===== src/verilog/restart_map.svh =====
// constants for the automatic restart supervisor
`ifndef RESTART_MAP_SVH
`define RESTART_MAP_SVH

// ----------------------------------------------------------------------------
// settings
// ----------------------------------------------------------------------------
`define BUDGET_MAX        4'hA
`define BUDGET_RESET      4'h0
`define DELAY_MAX         10'h258
`define DELAY_RESET       10'h00A
`define SEL_RESET         4'h0

// ----------------------------------------------------------------------------
// timing: 10 MHz clock, 100 ns period
// ----------------------------------------------------------------------------
`define CLK_PERIOD_NS     100
`define TICK_NS           100000000
`define TICK_CYCLES       (`TICK_NS / `CLK_PERIOD_NS)
`define CLEAN_TICKS       300

// ----------------------------------------------------------------------------
// fields
// ----------------------------------------------------------------------------
`define SEL_GENERAL       0
`define SEL_FAULT         1
`define SEL_POWER_LOSS    2
`define SEL_POWER_ON      3

`endif


===== src/verilog/restart_pkg.sv =====
// types for the automatic restart supervisor
`default_nettype none
package restart_pkg;
  typedef enum logic [2:0] {
    ST_IDLE    = 3'b000,
    ST_RUN     = 3'b001,
    ST_TRIPPED = 3'b011,
    ST_WAIT    = 3'b010,
    ST_LOCKED  = 3'b110
  } restart_state_t;

  typedef enum logic [2:0] {
    TRIP_NONE      = 3'h0,
    TRIP_UNDERVOLT = 3'h1,
    TRIP_ESTOP     = 3'h2,
    TRIP_OVERHEAT  = 3'h3,
    TRIP_HW_DIAG   = 3'h4,
    TRIP_OTHER     = 3'h5
  } trip_cause_t;
endpackage : restart_pkg
`default_nettype wire


===== src/verilog/auto_restart.sv =====
// automatic restart supervisor after drive fault trips
`timescale 1ns/1ps
`default_nettype none
`include "restart_map.svh"
module auto_restart
  import restart_pkg::*;
#(
  parameter int unsigned TICK_CYCLES = `TICK_CYCLES
) (
  // clock and reset
  input  wire logic        clk_i,
  input  wire logic        rst_b_i,
  // settings
  input  wire logic [3:0]  restart_budget_setting_i,
  input  wire logic [9:0]  restart_delay_setting_i,
  input  wire logic [3:0]  speed_search_select_i,
  // drive status
  input  wire logic        trip_i,
  input  wire logic [2:0]  trip_cause_i,
  input  wire logic        run_cmd_i,
  input  wire logic        manual_reset_i,
  // restart request
  output logic             restart_o,
  output logic             speed_search_o,
  output logic [3:0]       retries_left_o,
  output logic             locked_o
);
  // --------------------------------------------------------------------------
  // timebase
  // --------------------------------------------------------------------------
  logic tick;
  tick_timer #(.TICK_CYCLES(TICK_CYCLES)) u_tick (
    .clk_i  (clk_i),
    .rst_b_i(rst_b_i),
    .tick_o (tick)
  );

  // --------------------------------------------------------------------------
  // settings, clamped to their legal ranges
  // --------------------------------------------------------------------------
  wire [3:0] budget = (restart_budget_setting_i > `BUDGET_MAX) ? `BUDGET_MAX
                      : restart_budget_setting_i;
  wire [9:0] delay  = (restart_delay_setting_i > `DELAY_MAX) ? `DELAY_MAX
                      : restart_delay_setting_i;

  function automatic logic excluded(input logic [2:0] cause);
    excluded = (cause == TRIP_UNDERVOLT) || (cause == TRIP_ESTOP) ||
               (cause == TRIP_OVERHEAT)  || (cause == TRIP_HW_DIAG);
  endfunction : excluded

  // --------------------------------------------------------------------------
  // state
  // --------------------------------------------------------------------------
  restart_state_t state_reg, state_next;
  logic [3:0]     left_reg, left_next;
  logic [9:0]     wait_reg, wait_next;
  logic [8:0]     clean_reg, clean_next;
  logic           clean_arm_reg, clean_arm_next;
  logic [9:0]     delay_reg;

  wire trip_ok     = trip_i && !excluded(trip_cause_i) && (left_reg != 4'h0);
  wire delay_done  = (wait_reg >= delay_reg);
  wire fire        = (state_reg == ST_WAIT) && delay_done && run_cmd_i;
  wire clean_done  = clean_arm_reg && tick && (clean_reg == 9'(`CLEAN_TICKS - 1));

  always_comb begin
    state_next     = state_reg;
    left_next      = left_reg;
    wait_next      = wait_reg;
    clean_next     = clean_reg;
    clean_arm_next = clean_arm_reg;
    if (clean_arm_reg && tick) begin
      clean_next = clean_reg + 9'h001;
    end
    if (clean_done) begin
      left_next      = budget;
      clean_arm_next = 1'b0;
    end
    unique case (state_reg)
      ST_IDLE, ST_RUN: begin
        state_next = run_cmd_i ? ST_RUN : ST_IDLE;
        if (trip_i) begin
          clean_arm_next = 1'b0;
          state_next     = trip_ok ? ST_TRIPPED : ST_LOCKED;
        end
      end
      ST_TRIPPED: begin
        wait_next = 10'h000;
        if (run_cmd_i) begin
          state_next = ST_WAIT;
        end
      end
      ST_WAIT: begin
        if (tick && !delay_done) begin
          wait_next = wait_reg + 10'h001;
        end
        if (fire) begin
          left_next      = left_reg - 4'h1;
          clean_next     = 9'h000;
          clean_arm_next = 1'b1;
          state_next     = ST_RUN;
        end
      end
      ST_LOCKED: state_next = ST_LOCKED;
      // an illegal code stops the drive rather than risk an unplanned restart
      default:   state_next = ST_LOCKED;
    endcase
    if (manual_reset_i) begin
      left_next      = budget;
      clean_arm_next = 1'b0;
      state_next     = ST_IDLE;
    end
  end

  // --------------------------------------------------------------------------
  // registers; delay is frozen while waiting so an edit cannot cut a wait short
  // --------------------------------------------------------------------------
  always_ff @(posedge clk_i) begin
    if (!rst_b_i) begin
      state_reg      <= ST_IDLE;
      left_reg       <= `BUDGET_RESET;
      wait_reg       <= 10'h000;
      clean_reg      <= 9'h000;
      clean_arm_reg  <= 1'b0;
      delay_reg      <= `DELAY_RESET;
      restart_o      <= 1'b0;
      speed_search_o <= 1'b0;
      retries_left_o <= `BUDGET_RESET;
      locked_o       <= 1'b0;
    end else begin
      state_reg      <= state_next;
      left_reg       <= left_next;
      wait_reg       <= wait_next;
      clean_reg      <= clean_next;
      clean_arm_reg  <= clean_arm_next;
      delay_reg      <= (state_reg == ST_WAIT) ? delay_reg : delay;
      restart_o      <= fire && !manual_reset_i;
      speed_search_o <= fire && !manual_reset_i
                        && speed_search_select_i[`SEL_FAULT];
      retries_left_o <= left_next;
      locked_o       <= (state_next == ST_LOCKED);
    end
  end
endmodule : auto_restart
`default_nettype wire


===== src/verilog/tick_timer.sv =====
// timebase divider: one-cycle tick every 0.1 s
`timescale 1ns/1ps
`default_nettype none
`include "restart_map.svh"
module tick_timer #(
  parameter int unsigned TICK_CYCLES = `TICK_CYCLES
) (
  // clock and reset
  input  wire logic clk_i,
  input  wire logic rst_b_i,
  // timebase
  output logic      tick_o
);
  logic [23:0] count_reg;
  wire         wrap = (count_reg == 24'(TICK_CYCLES - 1));

  always_ff @(posedge clk_i) begin
    if (!rst_b_i) begin
      count_reg <= 24'h000000;
      tick_o    <= 1'b0;
    end else begin
      count_reg <= wrap ? 24'h000000 : count_reg + 24'h000001;
      tick_o    <= wrap;
    end
  end
endmodule : tick_timer
`default_nettype wire


===== config.mk =====
export PLATFORM = sky130hd
export DESIGN_NAME = auto_restart
export DESIGN_NICKNAME = d
export VERILOG_FILES = /design/src/verilog/restart_pkg.sv /design/src/verilog/auto_restart.sv /design/src/verilog/tick_timer.sv
export VERILOG_INCLUDE_DIRS = /design/src /design/src/verilog
export SDC_FILE = /design/constraint.sdc
export NUM_CORES = 1
export LEC_CHECK = 0
export BUFFER_PORTS_ARGS = -buffer_cell sky130_fd_sc_hd__buf_2
export CORE_AREA = 2 2 93 95
export CTS_BUF_LIST = sky130_fd_sc_hd__clkbuf_8
export DETAILED_ROUTE_END_ITERATION = 6
export DIE_AREA = 0 0 95 97
export PLACE_DENSITY_LB_ADDON = 0.15
export SLEW_MARGIN = 10
export SYNTH_ARGS = -nofsm -noshare
export SYNTH_HDL_FRONTEND = slang
export SYNTH_SLANG_ARGS = --single-unit

===== constraint.sdc =====
create_clock -name clk_i -period 2.39 [get_ports clk_i]
set_input_delay 0.239 -clock clk_i [delete_from_list [all_inputs] [get_ports clk_i]]
set_output_delay 0.239 -clock clk_i [all_outputs]
set_load 0.02 [all_outputs]

# --- Word-level counts from Yosys, hierarchy flattened ---
# Index checks and enable logic that the tools add are counted.
word_totals:
  in_bits: 26
  reg_bits: 65
  elab_cells: 74
op_classes:
  n_addsub: 4
  order_cmp: 3
  eq_ne: 11
  muxes: 22
  reduce_logical: 22
  bitwise: 1
op_table:
  columns: ["op", "count"]
  rows:
  - ["9-bit 2-to-1 mux", 3]
  - ["24-bit by 1-bit adder with 24-bit output (second input constant)", 1]
  - ["24-bit by 20-bit == test with 1-bit output (second input constant)", 1]
  - ["10-bit 2-to-1 mux", 2]
  - ["4-bit 2-to-1 mux", 5]
  - ["10-bit case mux with 2 select lines", 1]
  - ["3-bit 2-to-1 mux", 5]
  - ["3-bit by 2-bit == test with 1-bit output (second input constant)", 4]
  - ["10-bit by 1-bit adder with 10-bit output (second input constant)", 1]
  - ["10-bit greater-or-equal comparator", 1]
  - ["10-bit > comparator (second input constant)", 1]
  - ["9-bit by 1-bit adder with 9-bit output (second input constant)", 1]
  - ["9-bit == test (second input constant)", 1]
  - ["1-bit logical AND", 9]
  - ["3-bit case mux with 3 select lines", 1]
  - ["3-bit by 1-bit == test with 1-bit output (second input constant)", 2]
  - ["3-bit == test (second input constant)", 2]
  - ["2-bit OR reduction", 3]
  - ["4-bit > comparator (second input constant)", 1]
  - ["1-bit 2-to-1 mux", 4]
  - ["4-bit nonzero test", 1]
  - ["4-bit by 1-bit subtractor with 4-bit output (second input constant)", 1]
  - ["1-bit zero test", 3]
  - ["3-bit zero test", 1]
  - ["other kinds (6)", 8]

# --- Logic depth before layout (Yosys ltp) ---
# Gate-level depths: netlist of the first run.
logic_depth:
  word_depth: 12
  depth_mapped: 9

# --- Cells and area by module ---
# Synthesis of the first run repeated with hierarchy kept, for this count alone.
hier_totals:
  hier_cells: 384
  hier_area_um2: 3306.9
by_module_without_submodules:
  columns: ["module", "area_per_inst_um2", "seq_area_each_um2", "cells_per_inst", "n_inst"]
  rows:
  - ["auto_restart", 2162.1, 800.8, 253, 1]
  - ["tick_timer", 1144.8, 500.5, 131, 1]

# --- Worst setup path after synthesis of the first run ---
# Ideal clock, no wire load.
synth_timing:
  path_kind: "register -> register"
  startpoint: "register wait_reg[0]"
  endpoint: "register left_reg[0]"
  synth_period_minus_slack_ns: 2.101
  required_time_ns: 2.257
  stages_incl_launch_ff: 10
  slack_ns: 0.289
  arrival_ns: 1.968
  setup_ns: 0.133
  path_cell_list: "dfxtp_1 > inv_1 > ha_1 > nand2b_1 > a211oi_1 > nor3_1 > o211ai_1 > buf_2 > mux2i_1 > a31oi_1"
synth_via:
  elab_chain_len: 6
synth_lines:
  columns: ["element", "line", "rtl"]
  rows:
  - ["start, declared", "auto_restart.sv:56", "logic [9:0] wait_reg, wait_next;"]
  - ["start signal, assigned", "auto_restart.sv:133", "wait_reg <= wait_next;"]
  - ["10-bit greater-or-equal comparator", "auto_restart.sv:62", "wire delay_done = (wait_reg >= delay_reg);"]
  - ["1-bit logical AND (2 in series)", "auto_restart.sv:63", "wire fire = (state_reg == ST_WAIT) && delay_done && run_cmd_i;"]
  - ["4-bit 2-to-1 mux", "auto_restart.sv:97", "if (fire) begin"]
  - ["4-bit 2-to-1 mux", "auto_restart.sv:79", "unique case (state_reg)"]
  - ["4-bit 2-to-1 mux", "auto_restart.sv:108", "if (manual_reset_i) begin"]
  - ["end signal, assigned", "auto_restart.sv:121", "left_reg <= `BUDGET_RESET;"]
  - ["end signal, assigned", "auto_restart.sv:132", "left_reg <= left_next;"]
  - ["end, declared", "auto_restart.sv:55", "logic [3:0] left_reg, left_next;"]
# Every way passes these cells.
# A chain may end at the register's enable or synchronous reset.

# --- Worst setup path after layout of the first run ---
layout_timing:
  startpoint: "register wait_reg[0]"
  endpoint: "register wait_reg[9]"
layout_via:
  elab_chain_len: 5
  word_cells_on_any_way: 8
layout_lines:
  columns: ["element", "line", "rtl"]
  rows:
  - ["10-bit greater-or-equal comparator", "auto_restart.sv:62", null]
  - ["1-bit zero test", "auto_restart.sv:94", "if (tick && !delay_done) begin"]
  - ["1-bit logical AND", "auto_restart.sv:94", null]
  - ["2-bit by 1-bit inequality test with 1-bit output (no line)", null, null]
  - ["2-bit AND reduction (no line)", null, null]
# Several ways; a longest one is shown, not always the timed one. The select of a mux whose other input is x is not followed.

==> run metrics, run 1 <==
outcome=finished clean; Tmin final=approximately 2.2 ns; I/O pin total=33; via count=roughly 2700; Longest Clk Path Bufs=2; Final Util=44.9%; CTS tree=done; post-CTS setup buffer count=0; Clk pin slew, worst setup/hold paths=0.07 ns; Mean Syn Cell Area=between 8 and 9 sq um; Worst EP arrival=2.45 ns; Met1 Wirelength=about 3.1 mm; layout cells sized above 1=15.2%; synthesized flop and latch total=65; final wirelength=~6.6 mm; WL met3=about 220 um; FMAX=between 400 and 500 MHz; Post-synth top flop=dfxtp_1; RSZ-0062 raised after global routing=false; wire length per cell=12.6 um; Tightest Pin Transition=0.472 ns; startpoint types=flop; CP endpoint kind=flop; row count=33; Netlist cell types=49; Post-Syn Instances=between 300 and 400; H-tree depth=3; first-pass iteration count of the detailed router=4; HP Class=in -> reg; Worst EP required=between 2 and 3 ns; CP Cell Sequence=inv_1, ha_1, nand2b_1, a211oi_2, a2bb2oi_1, a21oi_2, or4_1, a21oi_1; Clock Latency Late Sink=0.34 ns; grt total ovfl=0; initial antenna violation count=0; nets=around 450; # setup viols final=0; top sig layer=met4; post-synthesis sequential area ratio=41.0%; Leakage Power=about 1.5 nW; vias in the first global route=around 2500; gpl congestion=approximately 0.73; area grow syn2layout=14.9%; post-cts hold buffer count=0; max-slew violations=0; # DRC=0; clk_skew=between 0.007 and 0.008 ns; GRT Overall Usage=approximately 15%; Max-slew headroom=between 60% and 70%; worst hold slack=about 0.1 ns; port buffer count=29; CORE AREA=between 8000 and 9000 sq um; Yosys warning total=0; syn_nets=416; peak per-stage delay on the critical path=~0.52 ns; Setup TNS Final=0 ns; Post-synth ARST share=0%; design area=around 3600 sq um; total of max-cap violations=0; final period utilization=between 90 and 100%; Slowest cell on crit path=or4_1; WS Path Type=reg -> reg; Die Wd=between 90 and 100 um; placed cells=approximately 510; max reg flops=24; post-route antenna net violation count=0; DR iter-0 viols=84; DP Area=roughly 3500 sq um; die area=~9000 sq um; EDFF count, synth=0; met2 WL post-DR=between 3 and 4 mm; P per Cell Area=just under 600 nW/um^2; DIE HEIGHT=between 90 and 100 um; Finished Layout Cells=520; total power=2.14 mW; Mapped Area=between 3000 and 4000 sq um; # clock sinks=65; pin count of the biggest net entering global routing=25; pre-CTS WS=slightly above 0.07 ns; setup slack after layout=around 0.21 ns; Final Hold Vio Count=0; initial core utilization=between 30% and 40%; clk root buf=clkbuf_8; Vias/cell=5.16; HPWL after DPL=4.80 mm; global-route wire length before repair=between 10 and 15 mm; ANT cells=0; Peak VDD IR=~0.34 mV; cts bufs inserted=9; critical-path maximum fanout=11
==> layout by cell type, fill, tap and decap left out, types with 4 or more instances in the layout <==
master / count
dfxtp_1: 65
nor2_1: 64
buf_2: 29
nand2_1: 25
nand3_1: 22
inv_1: 19
xor2_1: 18
a21oi_1: 15
ha_1: 14
o21ai_0: 13
nand4_1: 13
xnor2_1: 13
clkbuf_8: 12
or3_1: 8
buf_4: 8
a22oi_1: 4
and3_1: 4
and2_1: 4
nor3_1: 4
nand2b_1: 4
or4_1: 4
mux2i_1: 4
==> synthesized netlist by cell type, drive strengths merged, types with 4 or more instances <==
cell	n	area share [%]
a22oi	4	0.95
mux2i	4	1.3
or4	4	0.95
clkbuf	11	1.3
xor2	18	5.0
nand2	25	3.0
xnor2	13	3.6
and2	4	0.79
nand4	13	2.6
nor2	64	7.6
nor3b	4	1.3
and3	5	1.0
o21ai	14	2.3
dfxtp	65	41
a21oi	16	2.5
nor3	4	0.63
nand3	22	3.5
inv	18	2.1
or3	8	1.6
ha	14	5.5
nand2b	4	0.79
==> area by class of cell <==
cell class                      count  area (sq um)
Fill cell                         819          4490
Multi-Input combinational cell    280          1760
Tap cell                          105           131
Inverter                           18          67.6
Clock buffer                       12           165
Sequential cell                    65          1300
Clock inverter                      3          16.3
Timing Repair Buffer               37           205
==> report_power, final <==
| group | switching [mW] | internal, mW |
|---|---|---|
| clock | 0.406 | 0.450 |
| combinational | 0.0903 | 0.0676 |
| sequential | 0.0175 | 1.11 |
| total | 0.514 | 1.62 |
==> kinds of logic (layout without fill, tap and decap cells) <==
group | count (synthesis) | in the layout | synth area share, %
adder cells (fa/ha/maj) | 14 | 14 | 5.52
AND/OR/NAND/NOR | 171 | 171 | 26.9
AO/OA/AOI/OAI | 59 | 59 | 12.3
flip-flops | 65 | 65 | 41.0
multiplexers | 5 | 5 | 1.73
XOR/XNOR | 31 | 31 | 8.55
buffers and inverters | 31 | 70 | 3.94
==> per-layer routing <==
metal,up-vias,track usage (%)
met5,-,0
met4,0,6.47
met3,15,3.82
met2,39,24.4
met1,1231,18.9
li1,1399,-
==> critical path: cells and delay by family (launching register included) <==
| family | cells | cell delay, ns |
|---|---|---|
| buf+inv | 1 | 0.07 |
| simple gates | 2 | 0.67 |
| compound gates | 4 | 0.77 |
| fa+ha+maj | 1 | 0.28 |
| flops | 1 | 0.33 |
==> repair_timing <==
action                                  in CTS  in global routing
endpoints found under the setup margin       0                 13
gates resized for setup                      0                  2
endpoints found under the hold margin        0                  0
==> final timing paths <==
check	from	cells after the start	endpoint	slack, ns
max reg2reg	wait_reg[0]	8	wait_reg[9]	0.21
max	wait_reg[0]	8	wait_reg[9]	0.21
min	speed_search_select_i[1]	2	speed_search_o	0.10
min reg2reg	delay_reg[9]	2	delay_reg[9]	0.45
No activity file was read; power rests on OpenSTA's default activity.
==> run 2: changes to the inputs <==
==> constraint.sdc (replaced) <==
create_clock -name clk_i -period 2.1 [get_ports clk_i]
set_input_delay 0.21 -clock clk_i [delete_from_list [all_inputs] [get_ports clk_i]]
set_output_delay 0.21 -clock clk_i [all_outputs]
set_load 0.02 [all_outputs]
==> run 2 against run 1 <==
Highest routed layer unchanged. Critical endpoint unchanged. Via count grew 5.0%. Largest power group unchanged. Cell count increased by 5.4%. Clock power grew 27%.
==> run metrics, run 2 (same netlist as run 1, synthesis figures left out) <==
post-route antenna net violation count=0 (unchanged); GRT Overall Usage=16.1% (was 15.1%); Hold Crit Start=speed_search_select_i[1] (unchanged); Slowest cell on crit path=or4_1 (unchanged); die area=9220 sq um (unchanged); cts bufs inserted=9 (unchanged); area grow syn2layout=30.2% (was 14.9%); Seq pwr share=49.2% (was 52.5%); CTS tree=done (unchanged); initial antenna violation count=0 (unchanged); Pint=1.97 mW (was 1.62 mW); initial core utilization=39.0% (unchanged); # DRC=0 (unchanged); Leakage Power=1.66 nW (was 1.46 nW); startpoint types=flop (unchanged); HP Class=in -> reg (unchanged); Clk pin slew, worst setup/hold paths=0.08 ns (was 0.07 ns); CP endpoint kind=flop (unchanged); clk root buf=clkbuf_8 (unchanged); clk_skew=0.00924 ns (was 0.00702 ns); Max-slew headroom=72.1% (was 68.5%); CP bufs+invs=1 (unchanged); FMAX=477 MHz (was 459 MHz); DR iter-0 viols=102 (was 84); I/O pin total=33 (unchanged); Net Sw Frac=24.4% (was 24.0%); global-route wire length before repair=12.0 mm (was 11.2 mm); Clk pwr share=41.7% (was 40.1%); first-pass iteration count of the detailed router=5 (was 4); row count=33 (unchanged); H-tree depth=3 (unchanged); HPWL after DPL=4.95 mm (was 4.80 mm); gpl congestion=0.773 (was 0.735); CORE AREA=8130 sq um (unchanged); CP Cell Sequence=inv_2, ha_4, nand2b_4, a211oi_4, a2bb2oi_4, a21oi_4, or4_1, a21oi_1 (was inv_1, ha_1, nand2b_1, a211oi_2, a2bb2oi_1, a21oi_2, or4_1, a21oi_1); final wirelength=7.27 mm (was 6.56 mm); Final Util=50.8% (was 44.9%); reg-to-reg endpoint=wait_reg[9] (unchanged); reg2reg path depth=8 (unchanged); # setup viols final=0 (unchanged); commonest cells after routing, fill and taps aside=nor2_1 (61), dfxtp_1 (60), buf_2 (29), buf_4 (29), nand2_1 (24) (was dfxtp_1 (65), nor2_1 (64), buf_2 (29), nand2_1 (25), nand3_1 (22)); nets=479 (was 451); Clock Latency Late Sink=0.34 ns (about the same); RSZ-0062 raised after global routing=true (was false); Worst EP required=2.38 ns (was 2.66 ns); delay-heaviest family, CP=compound AO/OA/AOI/OAI gates (unchanged); commonest non-fill, non-tap cell in the layout=nor2_1 (was dfxtp_1); peak per-stage delay on the critical path=0.51 ns (was 0.52 ns); design area=4130 sq um (was 3650 sq um); Die Wd=95 um (unchanged); vias in the first global route=2662 (was 2525); Longest Clk Path Bufs=2 (unchanged); grt total ovfl=0 (unchanged); pin count of the biggest net entering global routing=25 (unchanged); Worst EP arrival=2.37 ns (was 2.45 ns); WS Path Type=reg -> reg (unchanged); crit path from=wait_reg[0] (unchanged); Comb pwr share=9.1% (was 7.4%); max-slew violations=0 (unchanged); wire length per cell=13.3 um (was 12.6 um); Crit. path cell count=8 (unchanged); outcome=finished clean (unchanged); max reg flops=24 (unchanged); Tmin final=2.10 ns (was 2.18 ns); port buffer count=29 (unchanged); NetSw=636 uW (was 514 uW); final period utilization=99.8% (was 91.1%); post-cts hold buffer count=0 (unchanged); P per Cell Area=630 nW/um^2 (was 586 nW/um^2); worst r2r src=wait_reg[0] (unchanged); DP Area=3610 sq um (was 3460 sq um); Tightest Pin Transition=0.419 ns (was 0.472 ns); Peak VDD IR=0.349 mV (was 0.336 mV); via count=2818 (was 2684); layout cells sized above 1=27.5% (was 15.2%); setup slack, reg-to-reg=0.004 ns (was 0.21 ns); Final Hold Vio Count=0 (unchanged); critical-path maximum fanout=5 (was 11); DIE HEIGHT=97 um (unchanged); Vias/cell=5.14 (was 5.16); crit path to=wait_reg[9] (unchanged); # clock sinks=65 (unchanged); ANT cells=0 (unchanged); total of max-cap violations=0 (unchanged)
## run 2: what timing repair did
action,in CTS,in global routing
buffers inserted,3,5
pin swaps,7,14
resized for setup,23,27
endpoints found under the hold margin,0,0
gates cloned,1,1
setup endpoints to repair,21,20
## run 2: metrics by stage
stage	cells	power [mW]	TNS, ns	hold WS (ns)	worst slack (ns)
finish	548	2.60	0	0.0715	0.00445
global route	548	2.71	-0.458	0.0651	-0.121
CTS	542	2.60	0	0.0577	0.00553
detailed placement	523	1.51	-1.61	0.415	-0.182
global placement	523	1.50	-1.11	0.411	-0.119
floorplan	376	1.42	0	0.332	0.0137
## run 2: worst min path at each step
stage                     end  slack (ns)  cells after the start
2_1_floorplan  speed_search_o        0.33                      1
3_3_place_gp   speed_search_o        0.41                      2
3_5_place_dp   speed_search_o        0.42                      2
4_1_cts        speed_search_o        0.06                      2
5_1_grt        speed_search_o        0.07                      2
6_report       speed_search_o        0.07                      2
## run 2: cell type report
| class | count | area, sq um |
|---|---|---|
| timing repair buffer | 64 | 439 |
| tap | 105 | 131 |
| clock buffer | 11 | 151 |
| fill | 771 | 4000 |
| sequential | 65 | 1310 |
| inverter | 18 | 67.6 |
| multi-input combinational | 281 | 1990 |
| clock inverter | 4 | 43.8 |
## run 2: per-layer routing
| layer | up-vias | track usage [%] | wire (um) |
|---|---|---|---|
| met1 | 1322 | 20.9 | 3400 |
| met5 | - | 0 | 0 |
| met4 | 0 | 7.02 | 137 |
| li1 | 1449 | - | - |
| met3 | 12 | 2.80 | 184 |
| met2 | 35 | 26.0 | 3550 |
## run 2: power groups by stage
stage / logic [mW] / clock network [mW] / registers [mW]
5_1_grt: 0.265 / 1.16 / 1.28
6_report: 0.237 / 1.09 / 1.28
2_1_floorplan: 0.113 / 0 / 1.31
4_1_cts: 0.220 / 1.10 / 1.28
3_5_place_dp: 0.199 / 0 / 1.31
3_3_place_gp: 0.197 / 0 / 1.31
==> run 3: changes to the inputs <==
--- a/config.mk
+++ b/config.mk
@@ -6,11 +6,11 @@
 export SDC_FILE = /design/constraint.sdc
 export NUM_CORES = 1
 export LEC_CHECK = 0
-export BUFFER_PORTS_ARGS = -buffer_cell sky130_fd_sc_hd__buf_2
 export CORE_AREA = 2 2 93 95
 export CTS_BUF_LIST = sky130_fd_sc_hd__clkbuf_8
 export DETAILED_ROUTE_END_ITERATION = 6
 export DIE_AREA = 0 0 95 97
+export DONT_BUFFER_PORTS = 1
 export PLACE_DENSITY_LB_ADDON = 0.15
 export SLEW_MARGIN = 10
 export SYNTH_ARGS = -nofsm -noshare
==> constraint.sdc (replaced) <==
create_clock -name clk_i -period 2.7 [get_ports clk_i]
set_input_delay 0.27 -clock clk_i [delete_from_list [all_inputs] [get_ports clk_i]]
set_output_delay 0.27 -clock clk_i [all_outputs]
set_load 0.02 [all_outputs]
==> run 3 against run 2 <==
Worst hold slack worse by 0.0020 ns. Die area unchanged. Sequential cell count unchanged. Global-route usage down 0.76 points. Critical path depth up 1.
==> run metrics, run 3 (same netlist as run 1, synthesis figures left out) <==
Die Wd=95 um (unchanged); max-slew violations=0 (unchanged); initial core utilization=39.0% (unchanged); commonest cells after routing, fill and taps aside=dfxtp_1 (65), nor2_1 (64), nand2_1 (25), nand3_1 (22), inv_1 (20) (was nor2_1 (61), dfxtp_1 (60), buf_2 (29), buf_4 (29), nand2_1 (24)); Longest Clk Path Bufs=2 (unchanged); gpl congestion=0.720 (was 0.773); Peak VDD IR=0.307 mV (was 0.349 mV); ANT cells=0 (unchanged); Worst EP required=2.99 ns (was 2.38 ns); first-pass iteration count of the detailed router=4 (was 5); cts bufs inserted=9 (unchanged); vias in the first global route=2477 (was 2662); # setup viols final=0 (unchanged); post-route antenna net violation count=0 (unchanged); Worst Hold Depth=1 (was 2); setup slack, reg-to-reg=0.33 ns (was 0.004 ns); Clock Latency Late Sink=0.34 ns (about the same); Worst EP arrival=2.66 ns (was 2.37 ns); initial antenna violation count=0 (unchanged); footprint of the multi-input gates=1750 sq um (was 1990 sq um); Tmin final=2.37 ns (was 2.10 ns); clk_skew=0.00919 ns (was 0.00924 ns); Setup TNS Final=0 ns (unchanged); die area=9220 sq um (unchanged); layout cells sized above 1=7.05% (was 27.5%); area grow syn2layout=10.4% (was 30.2%); Leakage Power=1.33 nW (was 1.66 nW); Clk pin slew, worst setup/hold paths=0.07 ns (was 0.08 ns); I/O pin total=33 (unchanged); HP Class=in -> reg (unchanged); max reg flops=24 (unchanged); reg-to-reg endpoint=wait_reg[6] (was wait_reg[9]); clk root buf=clkbuf_8 (unchanged); hold endpoint=speed_search_o (unchanged); # DRC=0 (unchanged); startpoint types=flop (unchanged); DR iter-0 viols=61 (was 102); H-tree depth=3 (unchanged); worst hold slack=0.0696 ns (was 0.0715 ns); Final Hold Vio Count=0 (unchanged); reg2reg path depth=9 (was 8); commonest non-fill, non-tap cell in the layout=dfxtp_1 (was nor2_1); Tightest Pin Transition=0.473 ns (was 0.419 ns); nets=419 (was 479); critical-path maximum fanout=8 (was 5); global-route wire length before repair=11.3 mm (was 12.0 mm); RSZ-0062 raised after global routing=false (was true); Fill cells=836 (was 771); final period utilization=88.0% (was 99.8%); CTS tree=done (unchanged); outcome=finished clean (unchanged); total of max-cap violations=0 (unchanged); CORE AREA=8130 sq um (unchanged); Final Util=43.1% (was 50.8%); FMAX=421 MHz (was 477 MHz); WS Path Type=reg -> reg (unchanged); worst r2r src=wait_reg[0] (unchanged); pre-CTS WS=0.331 ns (was -0.182 ns); HPWL after DPL=4.66 mm (was 4.95 mm); via count=2547 (was 2818); Vias/cell=5.22 (was 5.14); wire length per cell=13.2 um (was 13.3 um); final wirelength=6.44 mm (was 7.27 mm); row count=33 (unchanged); Hold Crit Start=speed_search_select_i[1] (unchanged); P per Cell Area=567 nW/um^2 (was 630 nW/um^2); Storage cell area=1300 sq um (was 1310 sq um); DIE HEIGHT=97 um (unchanged); CP endpoint kind=flop (unchanged); pin count of the biggest net entering global routing=25 (unchanged); Max-slew headroom=68.5% (was 72.1%); total power=1.99 mW (was 2.60 mW); grt total ovfl=0 (unchanged); port buffer count=0 (was 29); GRT Overall Usage=15.4% (was 16.1%); PostCTS Resize Cnt=0 (was 23); setup slack after layout=0.325 ns (was 0.00445 ns); # clock sinks=65 (unchanged)
## run 3: cell type report
class / count / area share [%]
Clock buffer: 10 / 3.93
Multi-Input combinational cell: 280 / 50.0
Inverter: 18 / 1.93
Timing Repair Buffer: 5 / 1.14
Sequential cell: 65 / 37.1
Tap cell: 105 / 3.75
Clock inverter: 5 / 2.07
## run 3: stage by stage
step	instances	instance area [sq um]
floorplan	376	3170
global placement	472	3280
detailed placement	472	3280
CTS	487	3490
global route	488	3500
finish	488	3500
## run 3: power by group
group          switching (mW)  total [mW]  leakage, nW  internal [mW]
Combinational          0.0601       0.107        0.689         0.0468
Sequential             0.0214        1.00        0.527          0.979
Clock                   0.347       0.879        0.115          0.532
## run 3: repair_timing
action,CTS,global route
hold buffers,0,1
endpoints found under the hold margin,0,1
setup buffers,0,0
setup endpoints to repair,0,0
## run 3: layer usage
metal,GRT usage (%),routed length (um),vias to the layer above
met3,4.67,214,7
met1,19.1,3000,1178
li1,-,-,1329
met5,0,0,-
met2,24.9,3150,33
met4,5.35,72,0
## run 3: worst max path at each step
| stage | start | end | depth (start not counted) |
|---|---|---|---|
| global route | wait_reg[0] | wait_reg[8] | 9 |
| finish | wait_reg[0] | wait_reg[6] | 9 |
| global placement | wait_reg[0] | wait_reg[6] | 9 |
| floorplan | wait_reg[0] | left_reg[0] | 9 |
| detailed placement | wait_reg[0] | wait_reg[6] | 9 |
| CTS | wait_reg[0] | wait_reg[6] | 9 |
## run 3: critical path, stage by stage (launching register included)
cell       delay (ns)
dfxtp_1          0.41
inv_1            0.10
ha_1             0.29
nand2b_1         0.13
a211oi_1         0.30
a2bb2oi_1        0.19
a21oi_1          0.18
buf_4            0.20
or4_1            0.46
nand2_1          0.07
